`src/rtl/io_space_pkg.sv`:
```
// constants, types and register attributes for the i/o register space decoder
package io_space_pkg;

    localparam int IO_SPAN = 64;
    localparam int EXT_DEPTH = 160;

    // address windows, in core address terms
    localparam logic [7:0] BIT_IO_LAST = 8'h1F;
    localparam logic [7:0] IO_LAST = 8'h3F;
    localparam logic [7:0] DATA_IO_OFFSET = 8'h20;
    localparam logic [7:0] EXT_FIRST = 8'h60;
    localparam logic [7:0] EXT_LAST = 8'hFF;
    localparam logic [7:0] IO_RESET = 8'h00;

    // i/o offsets
    localparam logic [5:0] OFF_ACOMP_STATUS = 6'h00;
    localparam logic [5:0] OFF_T1_MASK = 6'h01;
    localparam logic [5:0] OFF_T1_FLAGS = 6'h02;
    localparam logic [5:0] OFF_PB_PINS = 6'h03;
    localparam logic [5:0] OFF_PB_DIR = 6'h04;
    localparam logic [5:0] OFF_PB_OUT = 6'h05;
    localparam logic [5:0] OFF_ADC_CSA = 6'h06;
    localparam logic [5:0] OFF_ADC_CSB = 6'h07;
    localparam logic [5:0] OFF_ADC_CHSEL = 6'h08;
    localparam logic [5:0] OFF_PD_PINS = 6'h09;
    localparam logic [5:0] OFF_PD_DIR = 6'h0A;
    localparam logic [5:0] OFF_PD_OUT = 6'h0B;
    localparam logic [5:0] OFF_PE_PINS = 6'h0C;
    localparam logic [5:0] OFF_PE_DIR = 6'h0D;
    localparam logic [5:0] OFF_PE_OUT = 6'h0E;
    localparam logic [5:0] OFF_ST0_MASK = 6'h0F;
    localparam logic [5:0] OFF_ST0_FLAGS = 6'h10;
    localparam logic [5:0] OFF_ST0_CONFIG = 6'h11;
    localparam logic [5:0] OFF_ST0_CONTROL = 6'h12;
    localparam logic [5:0] OFF_ST2_MASK = 6'h13;
    localparam logic [5:0] OFF_ST2_FLAGS = 6'h14;
    localparam logic [5:0] OFF_ST2_CONFIG = 6'h15;
    localparam logic [5:0] OFF_ST2_CONTROL = 6'h16;
    localparam logic [5:0] OFF_SPI_CONTROL = 6'h17;
    localparam logic [5:0] OFF_SPI_STATUS = 6'h18;
    localparam logic [5:0] OFF_SCRATCH0 = 6'h19;
    localparam logic [5:0] OFF_SCRATCH1 = 6'h1A;
    localparam logic [5:0] OFF_SCRATCH2 = 6'h1B;
    localparam logic [5:0] OFF_ST0_CMP_RB_HI = 6'h25;
    localparam logic [5:0] OFF_ST2_CMP_SB_LO = 6'h26;
    localparam logic [5:0] OFF_ST2_CMP_SB_HI = 6'h27;
    localparam logic [5:0] OFF_ST2_CMP_RB_LO = 6'h28;
    localparam logic [5:0] OFF_ST2_CMP_RB_HI = 6'h29;
    localparam logic [5:0] OFF_ST0_CMP_RA_LO = 6'h2A;
    localparam logic [5:0] OFF_ST0_CMP_RA_HI = 6'h2B;

    // field positions
    localparam int SPI_DONE_BIT = 7;
    localparam int SPI_COLL_BIT = 6;
    localparam int SPI_DOUBLE_BIT = 0;
    localparam int T1_CAPTURE_BIT = 5;
    localparam int T1_OVERFLOW_BIT = 0;
    localparam int ADC_DONE_BIT = 4;
    localparam int ACOMP_FLAG_LSB = 5;
    localparam int ACOMP_LEVEL_LSB = 1;
    localparam int STAGE_STATUS_LSB = 1;

    typedef struct packed {
        logic [7:0] impl; // bits that exist
        logic [7:0] w1c;  // flags cleared by writing one
        logic [7:0] hw;   // bits that mirror hardware state
    } reg_attr_type;

    localparam reg_attr_type ATTR_NONE = '{8'h00, 8'h00, 8'h00};
    localparam reg_attr_type ATTR_FULL = '{8'hFF, 8'h00, 8'h00};
    localparam reg_attr_type ATTR_PINS8 = '{8'hFF, 8'h00, 8'hFF};
    localparam reg_attr_type ATTR_PINS3 = '{8'h07, 8'h00, 8'h07};
    localparam reg_attr_type ATTR_LOW3 = '{8'h07, 8'h00, 8'h00};
    localparam reg_attr_type ATTR_LOW4 = '{8'h0F, 8'h00, 8'h00};
    localparam reg_attr_type ATTR_ACOMP = '{8'hEE, 8'hE0, 8'h0E};
    localparam reg_attr_type ATTR_T1_MASK = '{8'h21, 8'h00, 8'h00};
    localparam reg_attr_type ATTR_T1_FLAGS = '{8'h21, 8'h21, 8'h00};
    localparam reg_attr_type ATTR_ADC_CSA = '{8'hFF, 8'h10, 8'h00};
    localparam reg_attr_type ATTR_ADC_CSB = '{8'hDF, 8'h00, 8'h00};
    localparam reg_attr_type ATTR_ADC_CHSEL = '{8'hEF, 8'h00, 8'h00};
    localparam reg_attr_type ATTR_ST0_MASK = '{8'h1B, 8'h00, 8'h00};
    localparam reg_attr_type ATTR_ST0_FLAGS = '{8'hDF, 8'hD9, 8'h06};
    localparam reg_attr_type ATTR_ST0_CONFIG = '{8'hFE, 8'h00, 8'h00};
    localparam reg_attr_type ATTR_ST2_MASK = '{8'h3B, 8'h00, 8'h00};
    localparam reg_attr_type ATTR_ST2_FLAGS = '{8'hFF, 8'hF9, 8'h06};
    localparam reg_attr_type ATTR_SPI_STATUS = '{8'hC1, 8'hC0, 8'h00};

    typedef enum logic [2:0] {
        OP_IO_READ,
        OP_IO_WRITE,
        OP_BIT_SET,
        OP_BIT_CLEAR,
        OP_SKIP_HIGH,
        OP_SKIP_LOW,
        OP_MEM_LOAD,
        OP_MEM_STORE
    } op_type;

    typedef struct packed {
        logic valid;
        op_type op;
        logic [7:0] addr;    // i/o address, or data address for load/store
        logic [2:0] bit_sel;
        logic [7:0] wdata;
    } req_type;

    typedef struct packed {
        logic done;
        logic refused;
        logic bit_true;      // skip condition met
        logic [7:0] rdata;
    } rsp_type;

    typedef struct packed {
        logic [7:0] pin_b;
        logic [7:0] pin_d;
        logic [2:0] pin_e;
        logic [2:0] ac_level;
        logic [2:0] ac_event;
        logic t1_capture;
        logic t1_overflow;
        logic adc_done;
        logic spi_done;
        logic spi_collision;
        logic [7:0] stage0_event;
        logic [1:0] stage0_status;
        logic [7:0] stage2_event;
        logic [1:0] stage2_status;
    } hw_in_type;

endpackage : io_space_pkg

```
`src/rtl/io_register_space_decode.sv`:
```
// i/o register space decoder with bit access and write-one-to-clear flags
`timescale 1ns/1ns

// Functional notes
// - bit set and bit clear work on i/o registers 0x00 to 0x1F.
// - skip-if-high and skip-if-low test one chosen bit in that range.
// - status flags clear on a written one; a written zero leaves them.
// - bit set and clear touch only the target bit, never its neighbours.
// - bit operations above 0x1F are refused and change nothing.
// - i/o read and write decode the 64 addresses 0x00 to 0x3F.
// - load and store see i/o register n at data address n plus 0x20.
// - extended range 0x60 to 0xFF is reachable by load and store only.
module io_register_space_decode
    import io_space_pkg::*;
#(
    parameter int EXT_WORDS = EXT_DEPTH
) (
    input wire logic CLK_I,
    input wire logic RST_I,
    input wire req_type REQ_I,
    input wire hw_in_type HW_I,
    output rsp_type RSP_O,
    output logic [IO_SPAN-1:0][7:0] IO_REGS_O
);

    // register attributes by i/o offset
    function automatic reg_attr_type reg_attr(input logic [5:0] idx);
        case (idx)
            OFF_ACOMP_STATUS: reg_attr = ATTR_ACOMP;
            OFF_T1_MASK: reg_attr = ATTR_T1_MASK;
            OFF_T1_FLAGS: reg_attr = ATTR_T1_FLAGS;
            OFF_PB_PINS, OFF_PD_PINS: reg_attr = ATTR_PINS8;
            OFF_PE_PINS: reg_attr = ATTR_PINS3;
            OFF_PE_DIR, OFF_PE_OUT: reg_attr = ATTR_LOW3;
            OFF_ADC_CSA: reg_attr = ATTR_ADC_CSA;
            OFF_ADC_CSB: reg_attr = ATTR_ADC_CSB;
            OFF_ADC_CHSEL: reg_attr = ATTR_ADC_CHSEL;
            OFF_ST0_MASK: reg_attr = ATTR_ST0_MASK;
            OFF_ST0_FLAGS: reg_attr = ATTR_ST0_FLAGS;
            OFF_ST0_CONFIG: reg_attr = ATTR_ST0_CONFIG;
            OFF_ST2_MASK: reg_attr = ATTR_ST2_MASK;
            OFF_ST2_FLAGS: reg_attr = ATTR_ST2_FLAGS;
            OFF_SPI_STATUS: reg_attr = ATTR_SPI_STATUS;
            OFF_ST0_CMP_RA_HI, OFF_ST2_CMP_SB_HI: reg_attr = ATTR_LOW4;
            OFF_PB_DIR, OFF_PB_OUT, OFF_PD_DIR, OFF_PD_OUT,
            OFF_ST0_CONTROL, OFF_ST2_CONFIG, OFF_ST2_CONTROL,
            OFF_SPI_CONTROL, OFF_SCRATCH0, OFF_SCRATCH1, OFF_SCRATCH2,
            OFF_ST0_CMP_RB_HI, OFF_ST2_CMP_SB_LO, OFF_ST2_CMP_RB_LO,
            OFF_ST2_CMP_RB_HI, OFF_ST0_CMP_RA_LO: reg_attr = ATTR_FULL;
            default: reg_attr = ATTR_NONE; // reserved addresses hold nothing
        endcase
    endfunction : reg_attr

    // live hardware levels shown in read-only bit positions
    function automatic logic [7:0] hw_level(input logic [5:0] idx, input hw_in_type hw);
        case (idx)
            OFF_PB_PINS: hw_level = hw.pin_b;
            OFF_PD_PINS: hw_level = hw.pin_d;
            OFF_PE_PINS: hw_level = {5'h00, hw.pin_e};
            OFF_ACOMP_STATUS: hw_level = 8'({hw.ac_level, 1'b0});
            OFF_ST0_FLAGS: hw_level = 8'({hw.stage0_status, 1'b0});
            OFF_ST2_FLAGS: hw_level = 8'({hw.stage2_status, 1'b0});
            default: hw_level = 8'h00;
        endcase
    endfunction : hw_level

    // one-cycle event pulses that set sticky flags
    function automatic logic [7:0] hw_event(input logic [5:0] idx, input hw_in_type hw);
        case (idx)
            OFF_ACOMP_STATUS: hw_event = 8'(hw.ac_event) << ACOMP_FLAG_LSB;
            OFF_T1_FLAGS: hw_event = (8'(hw.t1_capture) << T1_CAPTURE_BIT)
                | (8'(hw.t1_overflow) << T1_OVERFLOW_BIT);
            OFF_ADC_CSA: hw_event = 8'(hw.adc_done) << ADC_DONE_BIT;
            OFF_SPI_STATUS: hw_event = (8'(hw.spi_done) << SPI_DONE_BIT)
                | (8'(hw.spi_collision) << SPI_COLL_BIT);
            OFF_ST0_FLAGS: hw_event = hw.stage0_event;
            OFF_ST2_FLAGS: hw_event = hw.stage2_event;
            default: hw_event = 8'h00;
        endcase
    endfunction : hw_event

    logic [IO_SPAN-1:0][7:0] io_r;
    logic [IO_SPAN-1:0][7:0] io_nxt;
    logic [7:0] ext_r [0:EXT_WORDS-1];
    rsp_type rsp_r;
    rsp_type rsp_nxt;

    // access decode
    logic is_io_op;
    logic is_bit_op;
    logic is_skip_op;
    logic is_mem_op;
    logic is_write;
    logic hit_io;
    logic hit_ext;
    logic [5:0] io_idx;
    logic [7:0] ext_idx;
    logic [7:0] bit_mask;

    // route each operation to the i/o array, the extended array or nowhere
    always_comb begin
        is_io_op = REQ_I.op == OP_IO_READ || REQ_I.op == OP_IO_WRITE;
        is_bit_op = REQ_I.op == OP_BIT_SET || REQ_I.op == OP_BIT_CLEAR;
        is_skip_op = REQ_I.op == OP_SKIP_HIGH || REQ_I.op == OP_SKIP_LOW;
        is_mem_op = REQ_I.op == OP_MEM_LOAD || REQ_I.op == OP_MEM_STORE;
        is_write = REQ_I.op == OP_IO_WRITE || REQ_I.op == OP_MEM_STORE;
        hit_io = 1'b0;
        hit_ext = 1'b0;
        io_idx = REQ_I.addr[5:0];
        ext_idx = 8'h00;
        bit_mask = 8'h01 << REQ_I.bit_sel;
        if (REQ_I.valid) begin
            if ((is_bit_op || is_skip_op) && REQ_I.addr <= BIT_IO_LAST) begin
                hit_io = 1'b1;
            end else if (is_io_op && REQ_I.addr <= IO_LAST) begin
                hit_io = 1'b1;
            end else if (is_mem_op && REQ_I.addr >= DATA_IO_OFFSET
                         && REQ_I.addr < EXT_FIRST) begin
                hit_io = 1'b1;
                io_idx = 6'(REQ_I.addr - DATA_IO_OFFSET);
            end else if (is_mem_op && REQ_I.addr >= EXT_FIRST
                         && 8'(REQ_I.addr - EXT_FIRST) < 8'(EXT_WORDS)) begin
                hit_ext = 1'b1;
                ext_idx = 8'(REQ_I.addr - EXT_FIRST);
            end
        end
    end

    // per-register next value; hardware sets win over a same-cycle clear
    generate
        for (genvar g = 0; g < IO_SPAN; g++) begin : g_io
            reg_attr_type attr;
            logic [7:0] rw_bits;
            logic hit;
            always_comb begin
                attr = reg_attr(6'(g));
                rw_bits = attr.impl & ~attr.w1c & ~attr.hw;
                hit = hit_io && io_idx == 6'(g);
                io_nxt[g] = io_r[g];
                if (hit && is_write) begin
                    io_nxt[g] = (io_r[g] & ~rw_bits) | (REQ_I.wdata & rw_bits);
                    io_nxt[g] = io_nxt[g] & ~(REQ_I.wdata & attr.w1c);
                end else if (hit && REQ_I.op == OP_BIT_SET) begin
                    // only the target bit moves; a flag there is cleared
                    io_nxt[g] = io_r[g] | (bit_mask & rw_bits);
                    io_nxt[g] = io_nxt[g] & ~(bit_mask & attr.w1c);
                end else if (hit && REQ_I.op == OP_BIT_CLEAR) begin
                    // writing zero to a flag position leaves the flag
                    io_nxt[g] = io_r[g] & ~(bit_mask & rw_bits);
                end
                io_nxt[g] = (io_nxt[g] & ~attr.hw) | (hw_level(6'(g), HW_I) & attr.hw);
                io_nxt[g] = io_nxt[g] | (hw_event(6'(g), HW_I) & attr.w1c);
                io_nxt[g] = io_nxt[g] & attr.impl;
            end
        end
    endgenerate

    // answer: data, skip condition and refusal, one cycle after the request
    always_comb begin
        rsp_nxt = '0;
        rsp_nxt.done = REQ_I.valid;
        rsp_nxt.refused = REQ_I.valid && !hit_io && !hit_ext;
        if (hit_io && !is_write) begin
            rsp_nxt.rdata = io_r[io_idx];
        end else if (hit_ext && !is_write) begin
            rsp_nxt.rdata = ext_r[ext_idx];
        end
        if (hit_io && REQ_I.op == OP_SKIP_HIGH) begin
            rsp_nxt.bit_true = |(io_r[io_idx] & bit_mask);
        end else if (hit_io && REQ_I.op == OP_SKIP_LOW) begin
            rsp_nxt.bit_true = ~|(io_r[io_idx] & bit_mask);
        end
    end

    // state registers
    always_ff @(posedge CLK_I or posedge RST_I) begin
        if (RST_I) begin
            io_r <= {IO_SPAN{IO_RESET}};
            rsp_r <= '0;
        end else begin
            io_r <= io_nxt;
            rsp_r <= rsp_nxt;
        end
    end

    // extended space storage; no reset so it maps onto plain ram
    always_ff @(posedge CLK_I) begin
        if (hit_ext && is_write) begin
            ext_r[ext_idx] <= REQ_I.wdata;
        end
    end

    assign RSP_O = rsp_r;
    assign IO_REGS_O = io_r;
endmodule : io_register_space_decode

```
`config.mk`:
```
export PLATFORM = sky130hd
export DESIGN_NAME = io_register_space_decode
export DESIGN_NICKNAME = d
export VERILOG_FILES = /design/src/rtl/io_space_pkg.sv /design/src/rtl/io_register_space_decode.sv
export SDC_FILE = /design/constraint.sdc
export NUM_CORES = 2
export LEC_CHECK = 0
export BUFFER_PORTS_ARGS = -buffer_cell sky130_fd_sc_hd__buf_4
export CELL_PAD_IN_SITES_DETAIL_PLACEMENT = 1
export CELL_PAD_IN_SITES_GLOBAL_PLACEMENT = 2
export CORE_MARGIN = 4
export CORE_UTILIZATION = 38
export CTS_BUF_LIST = sky130_fd_sc_hd__clkbuf_8 sky130_fd_sc_hd__clkbuf_16
export DETAILED_ROUTE_END_ITERATION = 6
export PLACE_DENSITY = 0.8
export SYNTH_ARGS = -nofsm -noshare
export SYNTH_HDL_FRONTEND = slang
export SYNTH_SLANG_ARGS = --single-unit
```
`constraint.sdc`:
```
create_clock -name CLK_I -period 6.7 [get_ports CLK_I]
set_input_delay 0.335 -clock CLK_I [delete_from_list [all_inputs] [get_ports CLK_I]]
set_output_delay 0.335 -clock CLK_I [all_outputs]
set_load 0.03 [all_outputs]
```
==> out/metrics.yaml <==
outcome:
  status: "complete, but fails checks"
  violations: "max-capacitance violations, max-slew violations"
placed_design:
  numPortBuffers: 307
  place_hpwl_mm: 163
  gp_congestion: 0.951
  post-place-cells: 6943
min_path:
  hold_class: "in2reg"
sta:
  slew_headroom_pct: -1.32
  fin_tns_setup_ps: 0
  fmax_mhz: 203
  finalSetupViolCount: 0
  hold_viol_final: 0
  skew_ps: 43.2
  hold_ws_ps: 0.260
  rsz0062_at_grt: "no"
  final.min_clock_period_ps: 4940
  worst_slew_pin_slew_ps: 1520
  period_share_pct: 73.7
  final_max_slew_viol_count: 10
setup_path:
  worstPathArrival_ps: 5370
  cp_max_fo: 21
  crit_path_top_delay_cell: "nor2_1"
  cp_top_family: "simple AND/OR/NAND/NOR gates"
  max_stage_delay_ps: 1190
  critPathLaunchType: "input pin"
  critPathCaptureType: "flop"
  path_cells: "buf_4 -> ha_1 -> a31o_2 -> nand2_2 -> nor3_4 -> buf_12 -> nand3_1 -> nor2_1"
  crit_type: "in2reg"
  cp.required_ps: 7130
  worst-path-buf-inv: 2
global_route:
  gr-total-overflow: 0
  antenna_found_initial: 20
  top_usage_layer: "met2"
  grt_util_met2_pct: 45.0
  grt_pass1_vias: 45800
  track_usage_pct: 27.9
  grt.met1_usage_pct: 34.9
  grt_max_degree: 108
  use_met3_pct: 7.06
  grt_pass1_wl_mm: 349
yosys:
  yosysTopAreaCell: "edfxtp_1"
  avgSynthCellArea_um2: 13.9
  synth.distinct_cells: 87
  synth_warnings: 0
  synthCells: 4541
  synth_ff_type: "edfxtp_1"
  synth_enable_flop_cells: 1280
  syn-cell-area_um2: 63000
  ys_seq_area_share_pct: 70.5
  synth_top_area_share_pct: 61.0
  synth-async-reset-ratio_pct: 15.7
  ys_top_cells_by_area: "edfxtp_1 (61%), dfrtp_1 (9.5%), o22ai_1 (5.7%), buf_4 (3.6%), a21oi_1 (3.0%)"
  ys_seq_elements: 1518
clock_network:
  postCtsSetupBuffers: 0
  cts_tree: "yes"
  cts.htree.levels: 4
  cts_root_buffer: "clkbuf_16"
  clkLatencyLatePin_ps: 820
  cts-resized-gates: 0
  cts_inserted_buffers: 160
  clock_sinks: 1518
  clk_path_buf_depth: 3
  path_clk_slew_ps: 60
cells_and_area:
  final_net_count: 5050
  layout_commonest_cell: "edfxtp_1"
  drive_above_1_share_pct: 17.1
  final_cell_mix: "edfxtp_1 (1,280), o22ai_1 (574), buf_4 (504)"
  areaGrowthSynthToFinish_pct: 16.2
  fin_cells: 7296
floorplanning:
  num_rows: 149
  die_height_um: 415
  die_area_um2: 172000
  num_io_pins: 598
  design.core.area_um2: 165000
  start_util_pct: 38.2
  die_w_um: 415
detailed_routing:
  ant_nets: 0
  drc_errors: 0
  routed_wl_mm: 249
  dr.pass1.iters: 5
  post_drt_wl_per_cell_um: 34.2
  vias: 45600
  via_per_inst: 6.26
  drtIter0Drc: 6360
power_and_ir_drop:
  p_per_area_nw_per_um2: 277
  ir_worst_vdd_mv: 0.283
  leakagePower_uw: 0.0252
run:
  max_cap_viol_count: 1
==> report_power, final <==
group	internal [µW]	switching [µW]	total [µW]
Combinational	283	1070	1350
Sequential	10300	42.0	10300
Clock	4790	3780	8580
==> final cells by class <==
type / count / area (µm²)
clock buffers: 166 / 4120
fillers: 16800 / 91600
multi-input cells: 2687 / 16200
flip-flops and latches: 1518 / 44400
diodes: 7 / 17.5
clock inverters: 124 / 872
well taps: 2189 / 2740
inverters: 21 / 82.6
repair buffers: 584 / 4730
==> synth_stat cells (7+ instances only) <==
cell and n:
nand4_1 22, a222oi_1 16, buf_4 301, a41oi_1 14, o211ai_1 12, nor2b_1 28, a21o_1 9, and2_1 10
dfrtp_1 238, and3_1 7, edfxtp_1 1280, mux4_2 36, mux2i_1 67, nand3_1 63, o31ai_1 7, a22o_1 14
nor3_1 56, o21ai_0 249, a31oi_1 32, o22ai_1 574, o22a_1 18, nand2b_1 19, nor3_2 11, clkbuf_1 161
a41o_1 9, and4_1 7, o2bb2ai_1 9, a221o_1 9, a211oi_1 26, a221oi_1 22, buf_2 114, mux2_2 33
inv_1 14, a22oi_1 61, nor2_1 254, a21oi_1 383, buf_1 20, nand2_1 168, o221ai_1 44, o2111ai_1 7
==> worst reg2reg max path: stages (launching register included) <==
cell and delay, ps:
dfrtp_1 460, mux4_2 580, mux4_2 560, mux2i_1 160
o21ai_0 180, nand2_1 390, nand2_1 120, a21oi_1 350
a21oi_1 300
==> metal layers <==
layer | vias up | part of all wire [%]
met1 | 23600 | 36
met4 | 8 | 5.6
li1 | 18300 | -
met5 | - | 0.021
met2 | 3014 | 47
met3 | 714 | 11
==> final timing paths <==
check	start	end	slack (ps)	cells after the start
setup / recovery	REQ_I[16]	ext_r[105][4]	1760	8
hold / removal	REQ_I[7]	ext_r[71][7]	0.3	1
setup reg to reg	flop	RSP_O[0]	3410	8
hold reg to reg	IO_REGS_O[131]	IO_REGS_O[131]	520	1
max in group asynchronous	RST_I	asynchronous set/reset pin	4870	5
min in group asynchronous	RST_I	asynchronous set/reset pin	140	3
==> stage by stage <==
stage                     utilization (%)  cell area [µm²]  setup slack [ps]  total power (µW)
after floorplan                         -            64100              3250             11300
after global placement               41.0            67600              1460             11800
after detailed placement             41.0            67600              1190             11800
after CTS                            44.4            73200              2100             20300
after global routing                 44.4            73200              1850             20800
final                                44.4            73200              1760             20200
==> kinds of logic after synthesis <==
logic type / after synthesis / synth area share (%)
compound gates: 1581 / 15.7
xor+xnor: 3 / 0.0656
fa+ha+maj: 3 / 0.0596
buf+inv: 620 / 5.74
flops: 1518 / 70.5
mux: 136 / 2.94
other cells: 1 / 0.00595
simple gates: 679 / 5.03
==> timing repair <==
action                                  4_1_cts  5_1_grt
endpoints found under the setup margin        0        0
hold buffers                                 55        0
hold endpoints to repair                    168        0
Note: power is estimated with default switching activity, not from simulation.
